File: src/hw/axis_marks_regs.vh
`ifndef AXIS_MARKS_REGS_VH
`define AXIS_MARKS_REGS_VH

`define REG_CTRL 8'h00
`define REG_ERR 8'h01
`define REG_FAST 8'h02
`define REG_SLOW 8'h03
`define REG_JOG 8'h04
`define REG_OVR 8'h05
`define REG_DWELL 8'h06
`define REG_LUBE 8'h07
`define REG_MINACK 8'h08
`define REG_GEAR 8'h09
`define REG_HOME 8'h0A
`define GRP_TGT 6'h04
`define GRP_CMD 6'h05
`define GRP_FERR 6'h06
`define GRP_SLO 6'h07
`define GRP_SHI 6'h08

`define CTRL_JOG 0
`define CTRL_HOME 1
`define CTRL_RUN 2
`define CTRL_GANTRY 3
`define CTRL_VALID 4
`define ERR_OT 0
`define ERR_LOOP 1
`define ERR_LOCK 2

`define RST_FAST 16'h0400
`define RST_SLOW 16'h0080
`define RST_JOG 16'h0200
`define RST_OVR 8'h64
`define RST_DWELL 16'h0010
`define RST_LUBE 16'h1000
`define RST_MINACK 16'h0004
`define PCT_DIV 24'h00_0064
`define GEAR_CODE_BASE 8'h28
`define GANTRY_SLAVE 1

`endif

File: src/hw/scan_sampler.v
`timescale 1ns/1ps
module scan_sampler #(
    parameter W = 1
) (
    // Clock and reset
    input wire clk_i,
    input wire reset_i,
    // Raw marks from the PLC
    input wire tick_i,
    input wire [W-1:0] raw_i,
    // Scan samples and edges
    output reg [W-1:0] cur_o,
    output reg [W-1:0] rise_o,
    output reg [W-1:0] fall_o
);
    reg [W-1:0] m1_q;
    reg [W-1:0] m2_q;
    reg t1_q;
    reg t2_q;
    reg t3_q;

    always @(posedge clk_i) begin
        if (reset_i) begin
            m1_q <= {W{1'b0}};
            m2_q <= {W{1'b0}};
            t1_q <= 1'b0;
            t2_q <= 1'b0;
            t3_q <= 1'b0;
            cur_o <= {W{1'b0}};
            rise_o <= {W{1'b0}};
            fall_o <= {W{1'b0}};
        end else begin
            m1_q <= raw_i;
            m2_q <= m1_q;
            t1_q <= tick_i;
            t2_q <= t1_q;
            t3_q <= t2_q;
            // Edges only between two scan samples, so mid-scan glitches vanish
            if (t2_q && !t3_q) begin
                cur_o <= m2_q;
                rise_o <= m2_q & ~cur_o;
                fall_o <= ~m2_q & cur_o;
            end else begin
                rise_o <= {W{1'b0}};
                fall_o <= {W{1'b0}};
            end
        end
    end
endmodule // scan_sampler

File: src/hw/axis_marks.v
// Chosen here: the address-and-strobe port and the placing of the registers.
`timescale 1ns/1ps
`include "axis_marks_regs.vh"
module axis_marks (
    // Clock and reset
    input wire clk_i,
    input wire reset_i,
    // Register port
    input wire [7:0] addr_i,
    input wire [15:0] wdata_i,
    input wire write_i,
    input wire read_i,
    output reg [15:0] rdata_o,
    // PLC scan tick and marks, bit n for axis n; aux_done_ack_i is one shared bit
    input wire scan_tick_i,
    input wire [3:0] positive_overtravel_flag_i,
    input wire [3:0] negative_overtravel_flag_i,
    input wire [3:0] home_switch_slowdown_i,
    input wire [3:0] motion_inhibit_i,
    input wire [3:0] jog_plus_request_i,
    input wire [3:0] jog_minus_request_i,
    input wire [3:0] loop_closed_flag_i,
    input wire [3:0] readout_only_i,
    input wire [3:0] speed_permit_i,
    input wire [3:0] power_stage_permit_i,
    input wire [3:0] soft_limit_override_i,
    input wire [3:0] lube_feature_on_i,
    input wire [3:0] lube_done_ack_i,
    input wire [3:0] gantry_offset_correct_i,
    input wire [3:0] range_selected_i,
    input wire aux_done_ack_i,
    // Measured positions, axis 0 in low bits
    input wire [63:0] meas_pos_i,
    // Motion answers
    output reg [3:0] motion_request_o,
    output reg [3:0] lube_request_o,
    output reg [63:0] servo_cmd_o,
    output reg stop_all_o,
    // Drive link
    output reg drive_msg_valid_o,
    output reg [1:0] drive_msg_axis_o,
    output reg [1:0] drive_msg_bits_o,
    // Gear change handshake
    output reg [7:0] misc_function_code_o,
    output reg misc_function_strobe_o
);
    localparam G_IDLE = 2'b00;
    localparam G_WLOW = 2'b01;
    localparam G_WHIGH = 2'b10;
    localparam G_HOLD = 2'b11;

    wire [60:0] mk;
    wire [60:0] mk_rise;
    wire [60:0] mk_fall;

    scan_sampler #(.W(61)) u_sampler (
        .clk_i(clk_i),
        .reset_i(reset_i),
        .tick_i(scan_tick_i),
        .raw_i({aux_done_ack_i, range_selected_i, gantry_offset_correct_i, lube_done_ack_i,
                lube_feature_on_i, soft_limit_override_i, power_stage_permit_i, speed_permit_i,
                readout_only_i, loop_closed_flag_i, jog_minus_request_i, jog_plus_request_i,
                motion_inhibit_i, home_switch_slowdown_i, negative_overtravel_flag_i,
                positive_overtravel_flag_i}),
        .cur_o(mk),
        .rise_o(mk_rise),
        .fall_o(mk_fall)
    );

    wire [3:0] ot_p = mk[3:0];
    wire [3:0] ot_n = mk[7:4];
    wire [3:0] slowdn = mk[11:8];
    wire [3:0] inhib = mk[15:12];
    wire [3:0] jp = mk[19:16];
    wire [3:0] jn = mk[23:20];
    wire [3:0] loop = mk[27:24];
    wire [3:0] ro_mk = mk[31:28];
    wire [3:0] spd_pm = mk[35:32];
    wire [3:0] pwr_pm = mk[39:36];
    wire [3:0] soft_ov = mk[43:40];
    wire [3:0] lube_on = mk[47:44];
    wire [3:0] gmark = mk[55:52];
    wire [3:0] range_s = mk[59:56];
    wire aux_ack = mk[60];

    reg [63:0] meas_m_q;
    reg [63:0] meas_s_q;
    reg [4:0] ctrl_q;
    reg [2:0] err_q;
    reg [15:0] fast_q;
    reg [15:0] slow_q;
    reg [15:0] jog_q;
    reg [7:0] ovr_q;
    reg [15:0] dwell_q;
    reg [15:0] lube_dist_q;
    reg [15:0] minack_q;
    reg gantry_q;
    reg [3:0] pend_q;
    reg [1:0] gst_q;
    reg [15:0] ack_cnt_q;

    wire [63:0] tgt_f;
    wire [63:0] cmd_f;
    wire [63:0] ferr_f;
    wire [63:0] slo_f;
    wire [63:0] shi_f;
    wire [3:0] req_f;
    wire [3:0] lube_f;
    wire [3:0] home_f;
    wire [3:0] ot_ev;
    wire [3:0] drop_ev;
    wire [3:0] lock_ev;

    wire halt = |err_q;
    wire validate = write_i && addr_i == `REG_CTRL && wdata_i[`CTRL_VALID];
    wire [23:0] jog_prod = jog_q * ovr_q;
    wire [23:0] jog_div = jog_prod / `PCT_DIV;
    wire [15:0] jog_spd = jog_div[15:0];
    // Interpolating axes share one program, so any inhibit holds them all
    wire prog_hold = ctrl_q[`CTRL_RUN] & |inhib;
    wire [15:0] mcmd = cmd_f[15:0];

    always @(posedge clk_i) begin
        meas_m_q <= meas_pos_i;
        meas_s_q <= meas_m_q;
    end

    genvar i;
    generate
        for (i = 0; i < 4; i = i + 1) begin : g_axis
            localparam [1:0] IX = i;
            reg [15:0] cmd_q;
            reg [15:0] tgt_q;
            reg [15:0] acc_q;
            reg [15:0] slo_q;
            reg [15:0] shi_q;
            reg [15:0] dw_cnt_q;
            reg [15:0] lube_cnt_q;
            reg req_q;
            reg checked_q;
            reg lube_q;
            reg seen_q;
            reg done_q;
            wire [15:0] meas = meas_s_q[16*i +: 16];
            wire ro = ro_mk[i] & ~loop[i];
            wire lim = ~soft_ov[i];
            wire [15:0] tgt_e = !lim ? tgt_q : (tgt_q < slo_q) ? slo_q : (tgt_q > shi_q) ? shi_q : tgt_q;
            // Recovery jog survives an overtravel-only stop; of other motion only gantry correction runs on
            wire ot_only = ~err_q[`ERR_LOOP] & ~err_q[`ERR_LOCK];
            wire jog_p = ctrl_q[`CTRL_JOG] & jp[i] & ~ot_p[i] & (~halt | (ot_only & ot_n[i]))
                         & ~(lim & cmd_q >= shi_q);
            wire jog_n = ctrl_q[`CTRL_JOG] & jn[i] & ~ot_n[i] & ~jp[i] & (~halt | (ot_only & ot_p[i]))
                         & ~(lim & cmd_q <= slo_q);
            wire home = ctrl_q[`CTRL_HOME] & ~done_q & ~halt;
            wire gant = (i == `GANTRY_SLAVE) & gantry_q;
            wire prog = ctrl_q[`CTRL_RUN] & ~prog_hold & ~halt & ~ro & (cmd_q != tgt_e);
            wire need = gant ? (mcmd != cmd_q) : (home | jog_p | jog_n | prog);
            wire up = gant ? (mcmd > cmd_q) : (home | jog_p | (prog & (tgt_e > cmd_q)));
            wire [15:0] spd = (gant | (home & seen_q)) ? slow_q : home ? fast_q :
                              (jog_p | jog_n) ? jog_spd : fast_q;
            // Gantry correction ignores inhibit; only an open loop or reset stops it
            wire hold = inhib[i] & ~gant;
            wire [16:0] acc_sum = {1'b0, acc_q} + {1'b0, spd};
            // No steps while the loop is open: the axis is locked
            wire run_ok = need & ~hold & loop[i];
            wire step = run_ok & acc_sum[16];

            always @(posedge clk_i) begin
                if (reset_i) begin
                    cmd_q <= 16'h0000;
                    tgt_q <= 16'h0000;
                    acc_q <= 16'h0000;
                    dw_cnt_q <= 16'h0000;
                    lube_cnt_q <= 16'h0000;
                    req_q <= 1'b0;
                    checked_q <= 1'b0;
                    lube_q <= 1'b0;
                    seen_q <= 1'b0;
                    done_q <= 1'b0;
                end else begin
                    if (write_i && addr_i == {`GRP_TGT, IX}) begin
                        tgt_q <= wdata_i;
                    end
                    // Step accumulator restarts from zero whenever run_ok drops
                    acc_q <= run_ok ? acc_sum[15:0] : 16'h0000;
                    if (mk_fall[28 + i]) begin
                        cmd_q <= meas;
                    end else if (ro_mk[i] && ctrl_q[`CTRL_RUN] && !loop[i]) begin
                        cmd_q <= tgt_e;
                    end else if (home && seen_q && mk_fall[8 + i]) begin
                        cmd_q <= 16'h0000;
                    end else if (step) begin
                        cmd_q <= up ? cmd_q + 16'h0001 : cmd_q - 16'h0001;
                    end
                    if (!ctrl_q[`CTRL_HOME]) begin
                        seen_q <= 1'b0;
                        done_q <= 1'b0;
                    end else if (home && mk_rise[8 + i]) begin
                        seen_q <= 1'b1;
                    end else if (home && seen_q && mk_fall[8 + i]) begin
                        done_q <= 1'b1;
                    end
                    req_q <= need & ~hold & ~ro;
                    if (!req_q) begin
                        dw_cnt_q <= 16'h0000;
                        checked_q <= 1'b0;
                    end else if (!checked_q) begin
                        dw_cnt_q <= dw_cnt_q + 16'h0001;
                        if (dw_cnt_q == dwell_q) begin
                            checked_q <= 1'b1;
                        end
                    end
                    if (!lube_on[i] || mk_rise[48 + i]) begin
                        lube_cnt_q <= 16'h0000;
                        lube_q <= 1'b0;
                    end else begin
                        if (step && !lube_q) begin
                            lube_cnt_q <= lube_cnt_q + 16'h0001;
                        end
                        if (lube_cnt_q >= lube_dist_q) begin
                            lube_q <= 1'b1;
                        end
                    end
                end
            end

            // Limits outlive reset; validation or power-off clears them
            always @(posedge clk_i) begin
                if (validate) begin
                    slo_q <= 16'h0000;
                    shi_q <= 16'hFFFF;
                end else if (write_i && addr_i == {`GRP_SLO, IX}) begin
                    slo_q <= wdata_i;
                end else if (write_i && addr_i == {`GRP_SHI, IX}) begin
                    shi_q <= wdata_i;
                end
            end

            assign ot_ev[i] = ot_p[i] | ot_n[i];
            assign drop_ev[i] = mk_fall[24 + i] & req_q & ~ro_mk[i];
            assign lock_ev[i] = req_q & ~checked_q & (dw_cnt_q == dwell_q) & ~loop[i] & ~ro;
            assign tgt_f[16*i +: 16] = tgt_q;
            assign cmd_f[16*i +: 16] = cmd_q;
            assign ferr_f[16*i +: 16] = ro ? 16'h0000 : cmd_q - meas;
            assign slo_f[16*i +: 16] = slo_q;
            assign shi_f[16*i +: 16] = shi_q;
            assign req_f[i] = req_q;
            assign lube_f[i] = lube_q;
            assign home_f[i] = done_q;
        end
    endgenerate

    wire [2:0] err_set = {|lock_ev, |drop_ev, |ot_ev};
    wire [2:0] err_clr = (write_i && addr_i == `REG_ERR) ? wdata_i[2:0] : 3'b000;
    // A new event in the clearing cycle keeps its flag
    wire [2:0] err_d = (err_q & ~err_clr) | err_set;
    wire gstart = ctrl_q[`CTRL_GANTRY] & ((mk_rise[24 + `GANTRY_SLAVE] & gmark[`GANTRY_SLAVE]) |
                  (mk_rise[52 + `GANTRY_SLAVE] & loop[`GANTRY_SLAVE]));
    wire [3:0] chg = mk_rise[35:32] | mk_fall[35:32] | mk_rise[39:36] | mk_fall[39:36];
    reg [3:0] sent;
    reg [1:0] sent_ax;
    integer k;

    always @* begin
        sent = 4'h0;
        sent_ax = 2'b00;
        for (k = 3; k >= 0; k = k - 1) begin
            if (pend_q[k]) begin
                sent = 4'h1 << k;
                sent_ax = k[1:0];
            end
        end
    end

    always @(posedge clk_i) begin
        if (reset_i) begin
            ctrl_q <= 5'h00;
            err_q <= 3'b000;
            fast_q <= `RST_FAST;
            slow_q <= `RST_SLOW;
            jog_q <= `RST_JOG;
            ovr_q <= `RST_OVR;
            dwell_q <= `RST_DWELL;
            lube_dist_q <= `RST_LUBE;
            minack_q <= `RST_MINACK;
            gantry_q <= 1'b0;
            pend_q <= 4'h0;
            stop_all_o <= 1'b0;
            drive_msg_valid_o <= 1'b0;
            drive_msg_axis_o <= 2'b00;
            drive_msg_bits_o <= 2'b00;
        end else begin
            if (write_i) begin
                if (addr_i == `REG_CTRL) begin
                    ctrl_q <= {1'b0, wdata_i[3:0]};
                end else if (addr_i == `REG_FAST) begin
                    fast_q <= wdata_i;
                end else if (addr_i == `REG_SLOW) begin
                    slow_q <= wdata_i;
                end else if (addr_i == `REG_JOG) begin
                    jog_q <= wdata_i;
                end else if (addr_i == `REG_OVR) begin
                    ovr_q <= wdata_i[7:0];
                end else if (addr_i == `REG_DWELL) begin
                    dwell_q <= wdata_i;
                end else if (addr_i == `REG_LUBE) begin
                    lube_dist_q <= wdata_i;
                end else if (addr_i == `REG_MINACK) begin
                    minack_q <= wdata_i;
                end
            end
            err_q <= err_d;
            stop_all_o <= |err_d;
            if (gstart) begin
                gantry_q <= 1'b1;
            end else if (gantry_q && mcmd == cmd_f[16*`GANTRY_SLAVE +: 16]) begin
                gantry_q <= 1'b0;
            end
            pend_q <= (pend_q & ~sent) | chg;
            drive_msg_valid_o <= |pend_q;
            drive_msg_axis_o <= sent_ax;
            drive_msg_bits_o <= {pwr_pm[sent_ax], spd_pm[sent_ax]};
        end
    end

    // Gear change: strobe waits for the acknowledge to fall, rise and stay
    always @(posedge clk_i) begin
        if (reset_i) begin
            gst_q <= G_IDLE;
            ack_cnt_q <= 16'h0000;
            misc_function_code_o <= 8'h00;
            misc_function_strobe_o <= 1'b0;
        end else begin
            case (gst_q)
                G_IDLE: begin
                    if (write_i && addr_i == `REG_GEAR && wdata_i[2:0] >= 3'h1 && wdata_i[2:0] <= 3'h4) begin
                        misc_function_code_o <= `GEAR_CODE_BASE + {5'h00, wdata_i[2:0]};
                        misc_function_strobe_o <= 1'b1;
                        gst_q <= G_WLOW;
                    end
                end
                G_WLOW: begin
                    if (!aux_ack) begin
                        gst_q <= G_WHIGH;
                    end
                end
                G_WHIGH: begin
                    ack_cnt_q <= 16'h0000;
                    if (aux_ack) begin
                        gst_q <= G_HOLD;
                    end
                end
                G_HOLD: begin
                    if (!aux_ack) begin
                        gst_q <= G_WHIGH;
                    end else if (ack_cnt_q > minack_q) begin
                        misc_function_strobe_o <= 1'b0;
                        misc_function_code_o <= 8'h00;
                        gst_q <= G_IDLE;
                    end else begin
                        ack_cnt_q <= ack_cnt_q + 16'h0001;
                    end
                end
                default: begin
                    gst_q <= G_IDLE;
                end
            endcase
        end
    end

    always @(posedge clk_i) begin
        if (reset_i) begin
            motion_request_o <= 4'h0;
            lube_request_o <= 4'h0;
            servo_cmd_o <= 64'h0000_0000_0000_0000;
            rdata_o <= 16'h0000;
        end else begin
            motion_request_o <= req_f;
            lube_request_o <= lube_f;
            servo_cmd_o <= cmd_f;
            rdata_o <= 16'h0000;
            if (read_i) begin
                if (addr_i == `REG_CTRL) begin
                    rdata_o <= {11'h000, ctrl_q};
                end else if (addr_i == `REG_ERR) begin
                    rdata_o <= {9'h000, req_f, err_q};
                end else if (addr_i == `REG_FAST) begin
                    rdata_o <= fast_q;
                end else if (addr_i == `REG_SLOW) begin
                    rdata_o <= slow_q;
                end else if (addr_i == `REG_JOG) begin
                    rdata_o <= jog_q;
                end else if (addr_i == `REG_OVR) begin
                    rdata_o <= {8'h00, ovr_q};
                end else if (addr_i == `REG_DWELL) begin
                    rdata_o <= dwell_q;
                end else if (addr_i == `REG_LUBE) begin
                    rdata_o <= lube_dist_q;
                end else if (addr_i == `REG_MINACK) begin
                    rdata_o <= minack_q;
                end else if (addr_i == `REG_GEAR) begin
                    rdata_o <= {7'h00, gantry_q, misc_function_strobe_o, 3'b000, range_s};
                end else if (addr_i == `REG_HOME) begin
                    rdata_o <= {12'h000, home_f};
                end else if (addr_i[7:2] == `GRP_TGT) begin
                    rdata_o <= tgt_f[{addr_i[1:0], 4'h0} +: 16];
                end else if (addr_i[7:2] == `GRP_CMD) begin
                    rdata_o <= cmd_f[{addr_i[1:0], 4'h0} +: 16];
                end else if (addr_i[7:2] == `GRP_FERR) begin
                    rdata_o <= ferr_f[{addr_i[1:0], 4'h0} +: 16];
                end else if (addr_i[7:2] == `GRP_SLO) begin
                    rdata_o <= slo_f[{addr_i[1:0], 4'h0} +: 16];
                end else if (addr_i[7:2] == `GRP_SHI) begin
                    rdata_o <= shi_f[{addr_i[1:0], 4'h0} +: 16];
                end
            end
        end
    end
endmodule // axis_marks

File: config.mk
export PLATFORM = sky130hd
export DESIGN_NAME = axis_marks
export DESIGN_NICKNAME = d
export VERILOG_FILES = /design/src/hw/scan_sampler.v /design/src/hw/axis_marks.v
export VERILOG_INCLUDE_DIRS = /design/src /design/src/hw
export SDC_FILE = /design/constraint.sdc
export NUM_CORES = 2
export LEC_CHECK = 0
export ABC_AREA = 1
export BUFFER_PORTS_ARGS = -buffer_cell sky130_fd_sc_hd__clkbuf_2
export CAP_MARGIN = 0
export CORE_MARGIN = 4
export CORE_UTILIZATION = 25
export CTS_BUF_LIST = sky130_fd_sc_hd__clkbuf_4 sky130_fd_sc_hd__clkbuf_8
export DETAILED_ROUTE_END_ITERATION = 8
export GPL_TIMING_DRIVEN = 0
export HOLD_SLACK_MARGIN = 0.15
export PLACE_DENSITY = 0.51
export SYNTH_ARGS = -nofsm -noshare
export SYNTH_HDL_FRONTEND = slang
export SYNTH_SLANG_ARGS = --single-unit
File: constraint.sdc
create_clock -name clk_i -period 22.5 [get_ports clk_i]
set_clock_uncertainty 0.15 [all_clocks]
set_input_delay 4.5 -clock clk_i [delete_from_list [all_inputs] [get_ports clk_i]]
set_output_delay 4.5 -clock clk_i [all_outputs]
set_load 0.01 [all_outputs]
# After elaboration in Yosys (flattened, before gate mapping)
# Cells that the tools add are included.
# totals
ff_bits	1113
input_bits	154
output_inout_bits	103
word_cells	666
# op_classes
addsub	26
multipliers	1
div	1
n_lt_le_gt_ge	29
n_eq_ne	47
shifts	5
muxes	106
bitwise	254
reduce_logical	113
# op_table
cell	count
2-to-1 mux 16 bit	64
variable part select 64 x 7 -> 16 bit	5
adder 16 x 1 -> 16 bit, second input constant	13
> comparator 16 bit	10
bitwise AND 1 bit	128
greater-or-equal comparator 16 bit	8
== test 16 bit	5
inequality test 16 bit	5
NOT 1 bit	79
adder 16 x 16 -> 17 bit	4
== test 8 x 5 -> 1 bit, second input constant	8
<= comparator 16 bit	4
less-than comparator 16 bit	4
subtractor 16 x 1 -> 16 bit, second input constant	4
subtractor 16 bit	4
bitwise AND 54 bit	1
NOT 54 bit	1
logical AND 1 bit	44
bitwise AND 40 bit	1
NOT 40 bit	1
OR 1 bit	34
== test 8 x 3 -> 1 bit, second input constant	4
== test 8 x 6 -> 1 bit, second input constant	4
case mux 16 bit (2 select lines)	1
49 further kinds	146

# Logic depth before layout (Yosys ltp)
# depth
depth_word	18
depth_mapped	158
ltp_nobuf	155

# Hierarchy
# From an unflattened synthesis, not the netlist that was laid out.
# hier_totals
hier_cells	9340
area_unflattened_um2	67936.4
# modules_own_cells
module	instances	cells_each	area_per_inst_um2
axis_marks	1	8177	58219.6
scan_sampler	1	1163	9716.8

# Least setup slack after synthesis
# No wires, ideal clock.
# synth_path
path_kind	register to register
startpoint	reg ovr_q[4]
endpoint	reg g_axis[3].lube_cnt_q[15]
t_arrival_ps	15699
setup_slack_ps	6531
path_stages_with_launch	137
n_path_buf	3
synth_period_minus_slack_ps	15969
path_cell_list	dfxtp_1 -> clkbuf_1 -> clkbuf_1 -> nand2_1 -> fa_1 -> inv_1 -> fa_1 -> fa_1 -> inv_1 -> fa_1 -> inv_1 -> ha_1 -> nand2_2 -> inv_2 -> a21oi_1 -> nor2_1 -> nor2_1 -> nand2_1 -> (+101 left out) -> nand2_1 -> nand2_1 -> nand2_1 -> a21oi_1 -> nor2_1 -> o21ai_0 -> nand2_1 -> nand2_1 -> nor2_1 -> inv_1 -> nor2_1 -> nand3_1 -> nor3b_1 -> nand4_1 -> nor4b_1 -> nand3_1 -> o21ai_0 -> a21oi_1
# synth_between
elab_chain_len	8
# synth_lines
item	line_no	rtl
from (decl)	axis_marks.v:93	reg [7:0] ovr_q;
from (signal assigned)	axis_marks.v:282	ovr_q <= `RST_OVR;
from (signal assigned)	axis_marks.v:303	ovr_q <= wdata_i[7:0];
multiplier 16 x 8 -> 24 bit	axis_marks.v:116	wire [23:0] jog_prod = jog_q * ovr_q;
divider 24 x 7 -> 24 bit (no source line)	--	
2-to-1 mux 16 bit	axis_marks.v:160	(jog_p | jog_n) ? jog_spd : fast_q;
2-to-1 mux 16 bit (2 in series)	axis_marks.v:159	wire [15:0] spd = (gant | (home & seen_q)) ? slow_q : home ? fast_q :
adder 16 x 16 -> 17 bit	axis_marks.v:163	wire [16:0] acc_sum = {1'b0, acc_q} + {1'b0, spd};
bitwise AND 1 bit	axis_marks.v:166	wire step = run_ok & acc_sum[16];
logical AND 1 bit	axis_marks.v:217	if (step && !lube_q) begin
to (signal assigned)	axis_marks.v:218	lube_cnt_q <= lube_cnt_q + 16'h0001;
to (decl)	axis_marks.v:138	reg [15:0] lube_cnt_q;
# Every way passes these cells.
# A chain may end at the register's enable or synchronous reset.

# Worst setup path in the final report
# layout_path
startpoint	reg ovr_q[3]
endpoint	reg g_axis[2].lube_cnt_q[14]
# layout_between
elab_chain_len	8
# layout_lines
item	line_no
multiplier 16 x 8 -> 24 bit	axis_marks.v:116
divider 24 x 7 -> 24 bit (no source line)	--
2-to-1 mux 16 bit	axis_marks.v:160
2-to-1 mux 16 bit (2 in series)	axis_marks.v:159
adder 16 x 16 -> 17 bit	axis_marks.v:163
bitwise AND 1 bit	axis_marks.v:166
logical AND 1 bit	axis_marks.v:217
to (signal assigned)	axis_marks.v:218
to (decl)	axis_marks.v:138
# Every way passes these cells.

==> summary.txt <==
status - finished with violations
failing checks - max-capacitance violations, max-slew violations
Slew headroom - -0.1357
most frequent cells in the layout - inv_1, nand2_1, dfxtp_1, nor2_1, a21oi_1
mapped cell area - 64760 µm²
Total GRT Usage - 0.2248
core area - 257400 µm²
die area - 267300 µm²
Max Slew Vio Count - 13
gpl congestion - 0.9963
# IOs - 257
vias in the first global route - 61.62k
Critical Path End Type - flop
number of CTS-inserted buffers - 188
Port Buffers - 246
EDFF count, synth - 0
largest net degree at the start of global routing - 17
leading register cell type out of synthesis - dfxtp_1
Syn Inst Count - 8872
H-tree levels - 4
Root Buffer Master - clkbuf_8
total wire length - 310.2 mm
DR vias/cell - 5.046
gr ovfl total - 0
area of the multi-input gates - 37080 µm²
initial antenna violation count - 25
Fill cells - 28.09k
hold_ws - 162.0 ps
register area share after synthesis - 0.3224
Worst-Skew Late Latency - 1030 ps
wire per inst - 24.14 µm
# rows - 186
post-layout min period - 20470 ps
most common cell after layout, fill and taps aside - inv_1
P per Cell Area - 72.73 nW/µm²
LEAKAGE - 0.03450 µW
Top cell by count, worst path - nand2_1
data arrival time of the critical path - 21230 ps
Clock Sinks - 1043
initial core utilization - 0.2516
Longest Clk Path Bufs - 3
CP max stage cell - dfxtp_1
M1 wire length - 134.7 mm
Crit Path Class - flop to flop
crit share post-route - 0.9099
Max Cap Viol - 3
CP startpoint kind - flop
worst hold-check path type - flop to flop
Final setup viols - 0
R2R Setup Slk - 2030 ps
Crit Path Max Fanout - 10
fin cells - 12.85k
endpoints failing hold - 0
Worst-Margin Slew - 1682 ps
Area Growth Syn to Fin - 15.27%
share of layout cells above drive strength 1 - 0.08577
Routed met2 length - 132.9 mm
first-pass GRT wire length - 437.7 mm
clock transition at the registers of the reported paths - 70 ps
maximum vdd drop - 0.0001483 V
HPWL after DPL - 249.1 mm
CTS tree - built
Post-CTS Setup Bufs - 0
worst path required time - 23260 ps
fmax - 48.84 MHz
highest routed layer - met5
setup TNS - 0 ps
synthesized area per cell - 7.300 µm²
slowest stage delay, CP - 800 ps
metal3 WL - 24.18 mm
cell count after placement - 12.51k
Die H - 517.0 µm
routed via count - 64.84k
Remaining DRCs - 0
register area - 20880 µm²
DR pass1 iterations - 7
Iteration-0 DRC Markers - 6457
Die Wd - 517.0 µm
Yosys warnings - 0
Nets - 10.21k
ys async rst share - 0
RSZ-0062 raised after global routing - no
Synth cell types - 77
synthesis-stage register bit count - 1043
final antenna-violating net count - 0
-- cell usage after synthesis (34+ instances only) --
master	instances	share of area
o21a_1	37	0.0043
a221oi_1	34	0.0046
nand2_2	62	0.0060
o221ai_1	76	0.010
dfxtp_1	1043	0.32
xor2_1	109	0.015
clkbuf_1	317	0.018
a31oi_1	38	0.0037
nor4_1	38	0.0037
nand2_1	1333	0.077
o22ai_1	106	0.010
o21ai_0	683	0.053
o211ai_1	207	0.024
fa_1	96	0.030
o2111ai_1	36	0.0049
inv_1	1424	0.083
nand3_1	264	0.020
nor3_1	180	0.014
nor2_1	841	0.049
xnor2_1	40	0.0054
nand4_1	88	0.0085
a211oi_1	43	0.0050
ha_1	645	0.12
a21oi_1	724	0.056
-- power by group --
| part | switching, µW | internal [µW] | total (µW) | leakage (µW) |
|---|---|---|---|---|
| sequential | 50.3 | 1900 | 1950 | 0.00849 |
| clock | 902 | 1150 | 2050 | 0.00224 |
| combinational | 1020 | 408 | 1430 | 0.0238 |
-- critical path: cells and delay by family, from the launching register on --
| family | cells | cell delay (ps) |
|---|---|---|
| compound gates | 20 | 3660 |
| fa+ha+maj | 7 | 3070 |
| buf+inv | 10 | 1170 |
| flops | 1 | 800 |
| simple gates | 95 | 11500 |
-- cells by family (layout without fill, tap and decap cells) --
group	Yosys count	count (layout)	synth area share
compound gates	2174	2174	0.1986
xor+xnor	150	150	0.02040
fa+ha+maj	741	741	0.1543
buf+inv	1820	2401	0.1059
flops	1043	1043	0.3224
other cells	1	14	0.00005790
simple gates	2943	2943	0.1983
-- stage by stage --
stage          setup WS (ps)  area [µm²]  power (µW)    util
2_1_floorplan           6531       64770        2920       -
5_1_grt                39.43       74640        5689  0.2900
3_3_place_gp            1738       70230        3365  0.2729
6_report                2027       74650        5429  0.2900
4_1_cts                 1690       74640        5450  0.2900
3_5_place_dp            1779       70360        3378  0.2733
-- worst paths after layout --
| kind | cells after the start | to | start |
|---|---|---|---|
| worst max-delay path | 132 | g_axis[2].lube_cnt_q[14]$_SDFFE_PP0P_ | ovr_q[3]$_SDFFE_PP0P_ |
| worst min-delay path | 0 | meas_s_q[8]$_DFF_P_ | meas_m_q[8]$_DFF_P_ |
| worst max register to register | 132 | g_axis[2].lube_cnt_q[14]$_SDFFE_PP0P_ | ovr_q[3]$_SDFFE_PP0P_ |
| worst min register to register | 0 | meas_s_q[8]$_DFF_P_ | meas_m_q[8]$_DFF_P_ |
-- registers in the layout, summed over array words and instances (netlist names), 58 cells and up --
register / flops
u_sampler.cur_o: 58
g_axis.acc_q: 64
g_axis.dw_cnt_q: 64
meas_s_q: 64
meas_m_q: 64
u_sampler.m1_q: 58
g_axis.tgt_q: 64
g_axis.lube_cnt_q: 64
g_axis.shi_q: 64
g_axis.slo_q: 64
servo_cmd_o: 64
u_sampler.m2_q: 58
g_axis.cmd_q: 64
-- repair_timing --
action / in CTS / in global routing
endpoints found under the setup margin: 0 / 5
endpoints found under the hold margin: 1 / 0
resized for setup: 0 / 10
hold buffers: 1 / 0
-- layout make-up --
| cell class | instances | share of cell area |
|---|---|---|
| inverters | 1473 | 0.07406 |
| diodes | 11 | 0.0003687 |
| clock buffers | 276 | 0.04753 |
| repair buffers | 254 | 0.01760 |
| well taps | 3384 | 0.05672 |
| flip-flops and latches | 1043 | 0.2797 |
| multi-input cells | 6011 | 0.4966 |
| plain buffers | 341 | 0.01772 |
| clock inverters | 57 | 0.009670 |
-- routing by layer --
metal,vias to the layer above,global-route usage
met5,-,0
met1,30870,0.2956
met4,8,0.1184
li1,30540,-
met2,2789,0.3461
met3,635,0.04550
No activity file was read; power rests on OpenSTA's default activity.
